===== config.mk =====
export PLATFORM = sky130hd
export DESIGN_NAME = vector_fetch_core_flat
export DESIGN_NICKNAME = d
export VERILOG_FILES = /design/src/pkg/ivpu_pkg.sv /design/src/pkg/ivpu_if.sv /design/src/logic/vector_fetch_core.sv /design/src/flat_wrapper.sv
export SDC_FILE = /design/constraint.sdc
export NUM_CORES = 1
export LEC_CHECK = 0
export BUFFER_PORTS_ARGS = -buffer_cell sky130_fd_sc_hd__buf_4
export CORE_MARGIN = 5
export CORE_UTILIZATION = 37
export DETAILED_ROUTE_END_ITERATION = 6
export HOLD_SLACK_MARGIN = 0.03
export SETUP_SLACK_MARGIN = 0.1
export SLEW_MARGIN = 25
export SYNTH_ARGS = -nofsm -noshare
export SYNTH_HDL_FRONTEND = slang
export SYNTH_SLANG_ARGS = --single-unit

===== constraint.sdc =====
create_clock -name clk_sys -period 4 [get_ports clk_sys]
set_input_delay 0.4 -clock clk_sys [delete_from_list [all_inputs] [get_ports clk_sys]]
set_output_delay 0.4 -clock clk_sys [all_outputs]
set_load 0.01 [all_outputs]

===== src/pkg/ivpu_pkg.sv =====
// Shared constants and types for the interrupt vector and priority unit.
// Assumes one core clock and one system reset shared by both ends.
package ivpu_pkg;

	// ****************************************************************
	// Vector layout and priorities
	// ****************************************************************
	localparam int          PRIO_W         = 5;
	localparam int          VEC_COUNT      = 32;
	localparam int          MASKABLE_COUNT = 30;
	localparam logic [15:0] VEC_BASE       = 16'hFFC0;
	localparam logic [15:0] VEC_TOP        = 16'hFFFE;
	localparam int          VEC_SHIFT      = 1;
	localparam logic [4:0]  PRIO_RESET     = 5'h1F;
	localparam logic [4:0]  PRIO_NMI       = 5'h1E;

	typedef logic [PRIO_W-1:0] prio_t;
	typedef logic [15:0]       word_t;
	typedef logic [7:0]        byte_t;

	// ****************************************************************
	// Event sources
	// ****************************************************************
	// Reset class: power-on, pin reset, watchdog, key violation, fetch
	localparam int RESET_SRC_W   = 5;
	localparam int SRC_POWER_ON  = 0;
	// NMI class: pin edge, oscillator fault, flash access violation
	localparam int NMI_SRC_W     = 3;

	// ****************************************************************
	// Byte-wide special function registers
	// ****************************************************************
	localparam int    BYTE_BITS      = 8;
	localparam int    SFR_LANES      = 4;
	localparam byte_t SFR_MEN_BASE   = 8'h00;
	localparam byte_t SFR_MFLAG_BASE = 8'h04;
	localparam byte_t SFR_NMI_EN     = 8'h08;
	localparam byte_t SFR_NMI_FLAG   = 8'h09;
	localparam byte_t SFR_RST_FLAG   = 8'h0A;
	localparam logic [RESET_SRC_W-1:0] RST_FLAG_INIT = 5'h01;

	typedef logic [SFR_LANES*BYTE_BITS-1:0] lanes_t;

	// ****************************************************************
	// Core-side register port map
	// ****************************************************************
	localparam byte_t REG_SFR_LIMIT = 8'h40;
	localparam byte_t REG_PC        = 8'h80;
	localparam byte_t REG_SR        = 8'h82;
	localparam byte_t REG_INFO      = 8'h84;
	localparam byte_t REG_VEC_BASE  = 8'hC0;
	localparam int    GIE_BIT       = 3;

	// ****************************************************************
	// Timing, in core clock cycles
	// ****************************************************************
	localparam int LAT_BASIC  = 6;
	localparam int LAT_EXT    = 5;
	localparam int RET_BASIC  = 5;
	localparam int RET_EXT    = 3;
	localparam int STEP_PUSH_PC = 0;
	localparam int STEP_PUSH_SR = 1;
	localparam int STEP_CLR_SR  = 2;
	localparam int STEP_POP_SR  = 0;
	localparam int STEP_POP_PC  = 1;

endpackage


===== src/pkg/ivpu_if.sv =====
// Link between the interrupt unit and the processor core.
// Assumes both ends run on the same clk_sys and reset.
`timescale 1ns/1ps
interface ivpu_if;
	logic                 irqReq;
	ivpu_pkg::prio_t      irqIndex;
	ivpu_pkg::word_t      irqVector;
	logic                 irqAck;
	ivpu_pkg::prio_t      ackIndex;
	logic                 global_irq_enable;
	logic                 inHandler;
	ivpu_pkg::byte_t      sfrAddr;
	ivpu_pkg::byte_t      sfrWdata;
	logic                 sfrWr;
	logic                 sfrRd;
	ivpu_pkg::byte_t      sfrRdata;

	modport dev (
		output irqReq, irqIndex, irqVector, sfrRdata,
		input  irqAck, ackIndex, global_irq_enable, inHandler,
		input  sfrAddr, sfrWdata, sfrWr, sfrRd
	);
	modport cpu (
		input  irqReq, irqIndex, irqVector, sfrRdata,
		output irqAck, ackIndex, global_irq_enable, inHandler,
		output sfrAddr, sfrWdata, sfrWr, sfrRd
	);
endinterface


===== src/logic/vector_fetch_core.sv =====
// Core end: accepts requests, stacks state, fetches vectors, returns.
// Assumes the interrupt unit on ivpu_if and a software register port.
//
// Chosen here: strobed register access and the address map.
`timescale 1ns/1ps
module vector_fetch_core #(
	parameter int LATENCY_CYCLES = ivpu_pkg::LAT_BASIC,
	parameter int RETURN_CYCLES  = ivpu_pkg::RET_BASIC,
	parameter int STACK_DEPTH    = 8
) (
	input  wire logic              clk_sys,
	input  wire logic              reset,
	input  wire ivpu_pkg::byte_t   regAddr,
	input  wire ivpu_pkg::word_t   regWdata,
	input  wire logic              regWrite,
	input  wire logic              regRead,
	output ivpu_pkg::word_t        regRdata,
	input  wire logic              returnInstr,
	output ivpu_pkg::word_t        programCounter,
	output ivpu_pkg::word_t        statusWord,
	output logic                   handlerStart,
	ivpu_if.cpu                    link
);
	import ivpu_pkg::*;

	localparam int SPW = $clog2(STACK_DEPTH);

	if (!(LATENCY_CYCLES == LAT_BASIC || LATENCY_CYCLES == LAT_EXT) ||
		!(RETURN_CYCLES == RET_BASIC || RETURN_CYCLES == RET_EXT) ||
		STACK_DEPTH < 2 || (1 << SPW) != STACK_DEPTH) begin : g_bad_par
		$error("vector_fetch_core parameters not supported");
	end

	typedef enum {S_IDLE, S_ENTRY, S_RETURN} state_t;

	state_t          state;
	logic [3:0]      cnt;
	prio_t           takenIdx;
	logic [SPW-1:0]  sp;
	logic [SPW-1:0]  depth;
	word_t           stackMem [STACK_DEPTH];
	word_t           vecMem   [VEC_COUNT];
	logic            accept;
	logic            startRet;
	logic            isSfr;
	logic            isVec;
	logic            resetEntry;

	assign accept     = state == S_IDLE && link.irqReq;
	assign startRet   = state == S_IDLE && !link.irqReq && returnInstr &&
		depth != '0;
	assign isSfr      = regAddr < REG_SFR_LIMIT;
	assign isVec      = regAddr >= REG_VEC_BASE;
	assign resetEntry = takenIdx == PRIO_RESET;

	// ****************************************************************
	// Sequencer
	// ****************************************************************
	always_ff @(posedge clk_sys or posedge reset) begin
		if (reset) begin
			state <= S_IDLE;
			cnt   <= '0;
		end else begin
			case (state)
				S_IDLE: begin
					cnt <= '0;
					if (accept) begin
						state <= S_ENTRY;
					end else if (startRet) begin
						state <= S_RETURN;
					end
				end
				S_ENTRY: begin
					cnt <= cnt + 4'h1;
					if (cnt == 4'(LATENCY_CYCLES - 1)) begin
						state <= S_IDLE;
					end
				end
				S_RETURN: begin
					cnt <= cnt + 4'h1;
					if (cnt == 4'(RETURN_CYCLES - 1)) begin
						state <= S_IDLE;
					end
				end
				default: state <= S_IDLE;
			endcase
		end
	end

	always_ff @(posedge clk_sys or posedge reset) begin
		if (reset) begin
			link.irqAck   <= 1'b0;
			link.ackIndex <= '0;
			takenIdx      <= '0;
		end else begin
			link.irqAck <= accept;
			if (accept) begin
				link.ackIndex <= link.irqIndex;
				takenIdx      <= link.irqIndex;
			end
		end
	end

	// ****************************************************************
	// Program counter, status word, stack pointer, nesting depth
	// ****************************************************************
	always_ff @(posedge clk_sys or posedge reset) begin
		if (reset) begin
			programCounter <= '0;
			statusWord     <= '0;
			sp             <= '0;
			depth          <= '0;
			handlerStart   <= 1'b0;
		end else begin
			handlerStart <= 1'b0;
			case (state)
				S_IDLE: begin
					// Software sets the global enable here to allow nesting
					if (regWrite && regAddr == REG_SR) begin
						statusWord <= regWdata;
					end
					if (regWrite && regAddr == REG_PC) begin
						programCounter <= regWdata;
					end
				end
				S_ENTRY: begin
					// Reset class discards the stack instead of growing it
					if (!resetEntry && cnt == 4'(STEP_PUSH_PC)) begin
						sp <= sp + 1'b1;
					end
					if (!resetEntry && cnt == 4'(STEP_PUSH_SR)) begin
						sp <= sp + 1'b1;
					end
					if (cnt == 4'(STEP_CLR_SR)) begin
						statusWord <= '0;
					end
					if (cnt == 4'(LATENCY_CYCLES - 1)) begin
						programCounter <= vecMem[takenIdx];
						handlerStart   <= 1'b1;
						depth <= resetEntry ? '0 : depth + 1'b1;
						if (resetEntry) begin
							sp <= '0;
						end
					end
				end
				S_RETURN: begin
					if (cnt == 4'(STEP_POP_SR)) begin
						statusWord <= stackMem[sp - 1'b1];
						sp         <= sp - 1'b1;
					end
					if (cnt == 4'(STEP_POP_PC)) begin
						programCounter <= stackMem[sp - 1'b1];
						sp             <= sp - 1'b1;
					end
					if (cnt == 4'(RETURN_CYCLES - 1)) begin
						depth <= depth - 1'b1;
					end
				end
				default: ;
			endcase
		end
	end

	// Stack overflow wraps silently; software must bound nesting
	always_ff @(posedge clk_sys) begin
		if (state == S_ENTRY && !resetEntry) begin
			if (cnt == 4'(STEP_PUSH_PC)) begin
				stackMem[sp] <= programCounter;
			end
			if (cnt == 4'(STEP_PUSH_SR)) begin
				stackMem[sp] <= statusWord;
			end
		end
	end

	// Vector words are plain memory; unused ones may hold anything
	always_ff @(posedge clk_sys) begin
		if (regWrite && isVec) begin
			vecMem[regAddr[VEC_SHIFT +: PRIO_W]] <= regWdata;
		end
	end

	// ****************************************************************
	// Register port and link outputs
	// ****************************************************************
	// Only the low byte reaches the byte-wide registers
	assign link.sfrAddr   = regAddr;
	assign link.sfrWdata  = regWdata[BYTE_BITS-1:0];
	assign link.sfrWr     = regWrite && isSfr;
	assign link.sfrRd     = regRead && isSfr;
	assign link.global_irq_enable       = statusWord[GIE_BIT];
	assign link.inHandler = depth != '0;

	always_ff @(posedge clk_sys or posedge reset) begin
		if (reset) begin
			regRdata <= '0;
		end else if (regRead) begin
			if (isSfr) begin
				regRdata <= word_t'(link.sfrRdata);
			end else if (isVec) begin
				regRdata <= vecMem[regAddr[VEC_SHIFT +: PRIO_W]];
			end else if (regAddr == REG_PC) begin
				regRdata <= programCounter;
			end else if (regAddr == REG_SR) begin
				regRdata <= statusWord;
			end else if (regAddr == REG_INFO) begin
				regRdata <= word_t'({depth, state != S_IDLE});
			end else begin
				regRdata <= '0;
			end
		end else begin
			regRdata <= '0;
		end
	end

endmodule // vector_fetch_core


===== src/flat_wrapper.sv =====
// flat-port wrapper written by rule: the top's interface ports become plain ports
module vector_fetch_core_flat import ivpu_pkg::*;
#(
	parameter int LATENCY_CYCLES = ivpu_pkg::LAT_BASIC,
	parameter int RETURN_CYCLES  = ivpu_pkg::RET_BASIC,
	parameter int STACK_DEPTH    = 8
)
  (clk_sys, reset, regAddr, regWdata, regWrite, regRead, regRdata, returnInstr, programCounter, statusWord, handlerStart, link_irqReq, link_irqIndex, link_irqVector, link_sfrRdata, link_irqAck, link_ackIndex, link_global_irq_enable, link_inHandler, link_sfrAddr, link_sfrWdata, link_sfrWr, link_sfrRd);
  ivpu_if link_i ();
  input  wire logic clk_sys;
  input  wire logic reset;
  input  wire ivpu_pkg::byte_t regAddr;
  input  wire ivpu_pkg::word_t regWdata;
  input  wire logic regWrite;
  input  wire logic regRead;
  output ivpu_pkg::word_t regRdata;
  input  wire logic returnInstr;
  output ivpu_pkg::word_t programCounter;
  output ivpu_pkg::word_t statusWord;
  output logic handlerStart;
  input wire logic [$bits(link_i.irqReq)-1:0] link_irqReq;
  input wire logic [$bits(link_i.irqIndex)-1:0] link_irqIndex;
  input wire logic [$bits(link_i.irqVector)-1:0] link_irqVector;
  input wire logic [$bits(link_i.sfrRdata)-1:0] link_sfrRdata;
  output wire logic [$bits(link_i.irqAck)-1:0] link_irqAck;
  output wire logic [$bits(link_i.ackIndex)-1:0] link_ackIndex;
  output wire logic [$bits(link_i.global_irq_enable)-1:0] link_global_irq_enable;
  output wire logic [$bits(link_i.inHandler)-1:0] link_inHandler;
  output wire logic [$bits(link_i.sfrAddr)-1:0] link_sfrAddr;
  output wire logic [$bits(link_i.sfrWdata)-1:0] link_sfrWdata;
  output wire logic [$bits(link_i.sfrWr)-1:0] link_sfrWr;
  output wire logic [$bits(link_i.sfrRd)-1:0] link_sfrRd;
  assign link_i.irqReq = link_irqReq;
  assign link_i.irqIndex = link_irqIndex;
  assign link_i.irqVector = link_irqVector;
  assign link_i.sfrRdata = link_sfrRdata;
  assign link_irqAck = link_i.irqAck;
  assign link_ackIndex = link_i.ackIndex;
  assign link_global_irq_enable = link_i.global_irq_enable;
  assign link_inHandler = link_i.inHandler;
  assign link_sfrAddr = link_i.sfrAddr;
  assign link_sfrWdata = link_i.sfrWdata;
  assign link_sfrWr = link_i.sfrWr;
  assign link_sfrRd = link_i.sfrRd;
  vector_fetch_core #(.LATENCY_CYCLES(LATENCY_CYCLES), .RETURN_CYCLES(RETURN_CYCLES), .STACK_DEPTH(STACK_DEPTH)) u_core (.clk_sys(clk_sys), .reset(reset), .regAddr(regAddr), .regWdata(regWdata), .regWrite(regWrite), .regRead(regRead), .regRdata(regRdata), .returnInstr(returnInstr), .programCounter(programCounter), .statusWord(statusWord), .handlerStart(handlerStart), .link(link_i));
endmodule

== Yosys cells after proc, flatten, opt, wreduce, memory -nomap -nowiden ==
Memories as Yosys holds them, arrays and structs flattened.
Index checks and enable logic that the tools add are counted.

* Register bits: 97
* Latch bits: 0
* Bits in writable memories: 640
* Memory bits (read-only): 0
* Input port bits: 59
* Output and inout bits: 75
* Memories kept: 2

* $add $sub $neg: 5
* Multipliers: 0
* Div/mod/pow operators: 0
* Order comparisons: 2
* Equality and inequality tests: 20
* Shift operators: 0
* Mux-type cells: 42
* Bitwise operators: 1
* Reductions and logical operators: 28

{| class="wikitable"
|+ Memory list
! memory !! words !! width !! read ports !! clocked after memory_dff !! write ports !! RTL line !! RTL
|-
| u_core.vecMem || 32 || 16 || 2 || 0 || 1 || vector_fetch_core.sv:42 || <nowiki>word_t vecMem [VEC_COUNT];</nowiki>
|-
| u_core.stackMem || 8 || 16 || 1 || 0 || 1 || vector_fetch_core.sv:41 || <nowiki>word_t stackMem [STACK_DEPTH];</nowiki>
|}

{| class="wikitable"
|+ Operators by type and width
! kind !! count
|-
| two-way mux 16 bit || 12
|-
| two-way mux 32 bit || 4
|-
| case mux 16 bit (3 select lines) || 2
|-
| case mux 32 bit (3 select lines) || 1
|-
| == test 32 x 2 -> 1 bit, second input constant || 2
|-
| zero test 32 bit || 2
|-
| == test 32 x 1 -> 1 bit, second input constant || 1
|-
| nonzero test 32 bit || 1
|-
| two-way mux 3 bit || 9
|-
| == test 8 bit, second input constant || 3
|-
| inequality test 2 x 1 -> 1 bit, second input constant || 7
|-
| logical AND 1 bit || 12
|-
| case mux 3 bit (2 select lines) || 2
|-
| two-way mux 1 bit || 10
|-
| == test 4 x 3 -> 1 bit, second input constant || 2
|-
| >= comparator 8 bit, second input constant || 1
|-
| < comparator 8 x 7 -> 1 bit, second input constant || 1
|-
| case mux 4 bit (2 select lines) || 1
|-
| AND reduction 4 bit || 2
|-
| adder 3 x 1 -> 3 bit, second input constant || 2
|-
| inequality test 3 x 1 -> 1 bit, second input constant || 2
|-
| AND reduction 3 bit || 2
|-
| nonzero test 3 bit || 2
|-
| subtractor 3 x 1 -> 3 bit, second input constant || 2
|-
| other kinds (11) || 13
|}

== Longest topological paths before layout ==
Gate-level depths: netlist of the first run.

* Depth after elaboration: 8
* Depth in mapped cells: 11
* Mapped depth without buffers: 7

== Worst setup path after synthesis of the first run ==
No wires, ideal clock.

* Kind: input -> register
* Start point: input port regAddr[1]
* End point: memory u_core.vecMem[20][0] (netlist bit) (enable)
* Library setup time: 409 ps
* Arrival time: 2748 ps
* Setup slack: 843 ps
* Stages on the path: 6
* Path through: buf_4 > buf_6 > buf_2 > or4_1 > clkbuf_1 > nor3_1

* Cells in the longest elaborated chain, start to end: 4

{| class="wikitable"
|+ RTL lines
! element !! RTL line !! RTL
|-
| from (decl) || flat_wrapper.sv:12 || <nowiki>input wire ivpu_pkg::byte_t regAddr;</nowiki>
|-
| >= comparator 8 bit || vector_fetch_core.sv:53 || <nowiki>assign isVec = regAddr >= REG_VEC_BASE;</nowiki>
|-
| logical AND 1 bit || vector_fetch_core.sv:178 || <nowiki>if (regWrite && isVec) begin</nowiki>
|-
| two-way mux 1 bit || vector_fetch_core.sv:178 ||
|-
| two-way mux 1 bit (implied by the code) || vector_fetch_core.sv:179 || <nowiki>vecMem[regAddr[VEC_SHIFT +: PRIO_W]] <= regWdata;</nowiki>
|-
| to (decl) || vector_fetch_core.sv:42 ||
|}

Several ways; a longest one is shown, not always the timed one.

==> results of run 1 <==
## placed cells by master (no fill, tap or decap), drive strengths merged, types with 37 or more instances in the layout
| cell type | n |
|---|---|
| nor2 | 64 |
| mux2 | 41 |
| edfxtp | 640 |
| clkbuf | 104 |
| buf | 218 |
| mux4 | 287 |
| o22ai | 51 |
| o21ai | 37 |
| dfrtp | 67 |
| nand3 | 43 |
| nand2 | 75 |
## layer usage
metal	global-route usage	vias to the layer above
met5	0	-
met4	0.05664	2
met3	0.04541	155
met2	0.3326	1269
met1	0.2934	10140
li1	-	7726
## path summary, 6_finish.rpt
kind | startpoint | endpoint | slack, ps | cells after the start
worst min register to register | u_core.depth[2] | u_core.depth[2] | 530 | 1
worst max register to register | u_core.link.ackIndex[0] | u_core.programCounter[4] | 910 | 6
min in group asynchronous | reset | u_core.handlerStart | 440 | 3
worst min-delay path | link_sfrRdata[7] | u_core.regRdata[7] | 90 | 2
worst max-delay path | u_core.link.ackIndex[0] | u_core.programCounter[4] | 910 | 6
max in group asynchronous | reset | u_core.statusWord[5] | 2750 | 4
## power breakdown
part           switching (µW)  internal [µW]  leakage [µW]
sequential                601           8660       0.00662
combinational            3990           3130       0.00447
clock                    2910           4280       0.00123
## flip-flops by register name, indices dropped and copies added, names as in the netlist, 2 cells and up
register,cells
u_core.link.ackIndex,5
u_core.vecMem,512
u_core.depth,3
u_core.statusWord,16
u_core.sp,3
u_core.cnt,4
u_core.programCounter,16
u_core.regRdata,16
u_core.state,2
u_core.stackMem,128
## logic make-up (layout without fill, tap and decap cells)
kind of cell / count (synthesis) / after routing / share of synthesized area
DFF: 707 / 707 / 0.6493
muxes: 359 / 359 / 0.2253
and+or+nand+nor: 274 / 274 / 0.04153
AOI/OAI and AO/OA: 236 / 236 / 0.05136
buffers and inverters: 167 / 391 / 0.02660
adders and majority gates: 13 / 13 / 0.005055
xor gates and xnor gates: 3 / 3 / 0.0008167
other: 0 / 2 / 0
## through the flow
step | hold WS (ps) | power [µW] | instances | utilization
after floorplan | 463.9 | 13850 | 1759 | -
after global routing | 75.77 | 24490 | 3138 | 0.4321
after detailed placement | 512.9 | 16520 | 2990 | 0.4019
after CTS | 66.52 | 23700 | 3138 | 0.4321
final | 87.43 | 23580 | 3140 | 0.4322
after global placement | 510.2 | 16390 | 2990 | 0.4019
## cell type report
type,instances,area [µm²],area share
antenna,2,5.005,0.0001339
timing repair buffer,225,1856,0.04965
multi-input combinational,885,10530,0.2817
inverter,25,96.34,0.002578
tap,1155,1445,0.03867
clock inverter,37,439.2,0.01175
clock buffer,104,2102,0.05624
sequential,707,20900,0.5593
==> impl_metrics.env, run 1 <==
export IMPL_outcome="completed"
export IMPL_met2_length_mm=46.94
export IMPL_clkSinkCount=707
export IMPL_ys_seq_area_frac=0.6493
export IMPL_worstPathMaxFanout=35
export IMPL_die_h_um=304.9
export IMPL_final_setup_tns_ps=0
export IMPL_yosysTopAreaCell="edfxtp_1"
export IMPL_num_rows=108
export IMPL_synthArstFlopShare=0.09477
export IMPL_yosys_most_used_dff="edfxtp_1"
export IMPL_dp_final_hpwl_mm=67.01
export IMPL_first_global_vias=19430
export IMPL_dp_slack_ps=773.5
export IMPL_grt_max_degree=73
export IMPL_fin_area_um2=37380
export IMPL_ctsRootBufferMaster="clkbuf_16"
export IMPL_crit_chain="buf_4, mux4_2, o22ai_1, nor2_1, o221ai_1, o31ai_1"
export IMPL_skew_ps=23.04
export IMPL_cts_tree="yes"
export IMPL_wl_met3_mm=11.33
export IMPL_dieArea_um2=92970
export IMPL_maxCapViolations=0
export IMPL_crit_family="flip-flops"
export IMPL_yosysMostFrequentCell="edfxtp_1"
export IMPL_power_density_nw_per_um2=630.8
export IMPL_globalRouteOverflowTotal=0
export IMPL_synth_edf_count=640
export IMPL_max_freq_mhz=324.1
export IMPL_post_drt_via_cell_ratio=6.144
export IMPL_drc_errors=0
export IMPL_area_growth_pct=16.15
export IMPL_cp_required_ps=4510
export IMPL_vias=19290
export IMPL_vdd_drop_max_mv=0.4988
export IMPL_slew_headroom=0.2393
export IMPL_cts_resized_gates=0
export IMPL_drive_above_1_share=0.3545
export IMPL_clkLatencyLatePin_ps=620
export IMPL_drtPass1Iterations=6
export IMPL_nets=1992
export IMPL_cp_slowest_stage_delay_ps=900
export IMPL_final_period_utilization=0.7713
export IMPL_ios=134
export IMPL_holdBufCountCts=7
export IMPL_ys_ff_latch=707
export IMPL_leakage_uw=0.01232
export IMPL_netlist_area_um2=32180
export IMPL_wire_per_inst_um=31.62
export IMPL_cts_htree_levels=3
export IMPL_syn_area_per_cell_um2=18.29
export IMPL_drv_slew=0
export IMPL_worstMarginPinSlew_ps=1141
export IMPL_syn_inst=1759
export IMPL_synth_area_leaders="edfxtp_1 (60%), mux4_2 (20%), dfrtp_1 (5.2%), mux2_2 (1.3%), o22ai_1 (0.99%)"
export IMPL_path_buf_inv=1
export IMPL_post_synth_num_cell_types=66
export IMPL_synthTopCellsByCount="edfxtp_1 (640), mux4_2 (287), nand2_1 (75), dfrtp_1 (67), nor2_1 (64)"
export IMPL_setup_viol=0
export IMPL_worstSetupStartpointType="register"
export IMPL_die_w_um=304.9
export IMPL_wl_met1_mm=38.41
export IMPL_critical_path_class="register to register"
export IMPL_antenna_left=0
export IMPL_finalWirelength_mm=99.29
export IMPL_path_clk_slew_ps=60
export IMPL_slowest_stage="dfrtp_4"
export IMPL_grt_antenna_before_repair=4
export IMPL_drtIter0Drc=2638
export IMPL_hold_violations=0
export IMPL_rsz0062_at_grt="false"
export IMPL_grt_usage=0.2086
export IMPL_num_fill_cells=7513
export IMPL_synth_nets=1831
export IMPL_yosysWarnings=0
export IMPL_fin_crit_ps=3085
export IMPL_hold_path_class="input pin to register"
export IMPL_post_cts_buffers=0
export IMPL_start_util=0.3721
export IMPL_clockBufferDepth=3
export IMPL_grt_pass1_wl_mm=141.9
export IMPL_core_area_um2=86480
export IMPL_setup_ws_ps=915.0
export IMPL_synth_top_area_share=0.5972
export IMPL_cts_buffers=76
export IMPL_io_buffers=117
export IMPL_place_gp_congestion=0.8928
export IMPL_top_layer_used="met5"
export IMPL_worstPathArrival_ps=3600
export IMPL_place_area_um2=34760
export IMPL_critPathCaptureType="register"
(Power assumes the default switching activity.)
==> run 2, diff against run 1 <==
- clock period: 4 -> 2.65 ns (I/O delays scaled with it)
==> run 2 against run 1 <==
Worst setup slack got worse by 710 ps. Sequential cell count did not move. First-iteration DRC count fell by 12%. Clock skew rose by 7.5 ps. Cell count rose by 2.7%. Sequential power rose by 49%. Via count rose by 1.6%. Final area rose by 3.1%. Maximum frequency rose by 26%. Critical path type unchanged. Critical endpoint is now u_core.programCounter[3].
==> impl_metrics.env, run 2 (synthesis gave the netlist of run 1 again) <==
export IMPL_outcome="completed"
export IMPL_grt_pass1_wl_mm=144.4
export IMPL_core_area_um2=86480
export IMPL_path_clk_slew_ps=60
export IMPL_cts_tree="yes"
export IMPL_clockBufferDepth=3
export IMPL_dp_cells=3070
export IMPL_reg2reg_to="u_core.programCounter[3]"
export IMPL_post_drt_via_cell_ratio=6.077
export IMPL_holdCritStartpoint="regWdata[5]"
export IMPL_first_global_vias=19780
export IMPL_dp_final_hpwl_mm=69.63
export IMPL_drv_slew=0
export IMPL_hold_violations=0
export IMPL_maxCapViolations=0
export IMPL_diodes=0
export IMPL_slowest_stage="dfrtp_1"
export IMPL_cp_slowest_stage_delay_ps=400
export IMPL_path_buf_inv=3
export IMPL_holdPathEnd="u_core.vecMem[25][5]"
export IMPL_area_growth_pct=19.79
export IMPL_io_buffers=117
export IMPL_leakage_uw=0.01296
export IMPL_grt_usage=0.2139
export IMPL_final_cell_mix="edfxtp_1 (640), mux4_2 (287), buf_4 (251)"
export IMPL_hold_slack_ps=52.65
export IMPL_ctsRootBufferMaster="clkbuf_16"
export IMPL_setup_viol=0
export IMPL_start_util=0.3721
export IMPL_grt_antenna_before_repair=7
export IMPL_worstPathMaxFanout=24
export IMPL_die_h_um=304.9
export IMPL_fin_crit_ps=2449
export IMPL_clkSinkCount=707
export IMPL_worstSetupStartpointType="register"
export IMPL_ff2ff_path_depth=8
export IMPL_wire_per_inst_um=31.46
export IMPL_r2r_start="u_core.state[1]"
export IMPL_final_setup_tns_ps=0
export IMPL_vdd_drop_max_mv=0.8117
export IMPL_critPathCaptureType="register"
export IMPL_globalRouteOverflowTotal=0
export IMPL_worstPathArrival_ps=2930
export IMPL_fin_area_um2=38550
export IMPL_final_period_utilization=0.9241
export IMPL_critical_path_class="register to register"
export IMPL_drtPass1Iterations=5
export IMPL_place_area_um2=35780
export IMPL_ios=134
export IMPL_drive_above_1_share=0.3810
export IMPL_power_density_nw_per_um2=949.3
export IMPL_antenna_left=0
export IMPL_dieArea_um2=92970
export IMPL_cp_required_ps=3130
export IMPL_vias=19600
export IMPL_rsz0062_at_grt="false"
export IMPL_num_rows=108
export IMPL_drtIter0Drc=2316
export IMPL_max_freq_mhz=408.3
export IMPL_die_w_um=304.9
export IMPL_cts_buffers=78
export IMPL_slew_headroom=0.4932
export IMPL_clkLatencyLatePin_ps=630
export IMPL_largest_register_ffs=512
export IMPL_worstMarginPinSlew_ps=760.3
export IMPL_drc_errors=0
export IMPL_finalWirelength_mm=101.5
export IMPL_post_cts_buffers=0
export IMPL_place_gp_congestion=0.9281
export IMPL_crit_family="buffers and inverters"
export IMPL_path_common_cell="inv_1"
export IMPL_final_cells=3226
export IMPL_whs_path_depth=1
export IMPL_post_route_util=0.4457
export IMPL_grt_max_degree=46
export IMPL_cts_htree_levels=3
export IMPL_skew_ps=30.52
export IMPL_final_common_cell="edfxtp_1"
export IMPL_r2r_slack_ps=200
export IMPL_hold_path_class="input pin to register"
export IMPL_crit_chain="inv_1, ha_1, inv_1, and3_1, o221ai_2, buf_12, mux2i_1, o31ai_1"
export IMPL_nets=2078
run 2: cell types whose count changed in the layout (fill, tap and decap cells not counted), moves of 4 or more:
| cell | change |
|---|---|
| buf_12 | +33 |
| nor3_4 | +4 |
| nor2_2 | -7 |
| clkinv_2 | +5 |
| nor3_2 | -4 |
| dlygate4sd3_1 | +4 |
| nor2_1 | +7 |
| buf_4 | +46 |
| clkbuf_1 | -7 |
run 2: how the worst max path moves through the flow:
stage | from | to | slack, ps | cells past startpoint
after floorplan | regAddr[1] | u_core.vecMem[0][0] | 70 | 6
after global placement | regAddr[1] | u_core.regRdata[14] | 40 | 7
after detailed placement | u_core.link.ackIndex[0] | u_core.programCounter[4] | 60 | 7
after CTS | u_core.vecMem[3][7] | u_core.regRdata[7] | 130 | 6
after global routing | u_core.link.ackIndex[0] | u_core.programCounter[1] | 110 | 8
final | u_core.state[1] | u_core.programCounter[3] | 200 | 8
run 2: through the flow:
stage               worst slack, ps  power [µW]
global route                  108.1       38000
global placement              36.99       25530
CTS                           125.0       36800
finish                        201.1       36600
floorplan                     70.01       20930
detailed placement            61.46       25730
run 2: report_power, final:
part / leakage [µW] / switching, µW / internal [µW]
clock network: 0.00130 / 4440 / 6610
logic: 0.00504 / 6470 / 5290
registers: 0.00662 / 704 / 13100
run 2: final cells by class:
type,instances,area [µm²]
clock inverter,43,451.7
tap,1155,1445
multi-input combinational,885,10560
inverter,25,95.09
timing repair buffer,309,2913
sequential,707,20900
clock buffer,102,2178
fill,7409,47930
run 2: what timing repair did:
item / 4_1_cts / 5_1_grt
gates resized for setup: 1 / 5
cloned: 0 / 0
pin swaps: 0 / 2
hold buffers: 12 / 0
endpoints found under the setup margin: 1 / 8
hold endpoints to repair: 41 / 0
run 2: per-layer routing:
layer  GRT usage  part of all wire
met4     0.08040             0.042
met1      0.2924              0.39
met2      0.3300              0.46
met3     0.05902              0.11
met5           0           0.00060
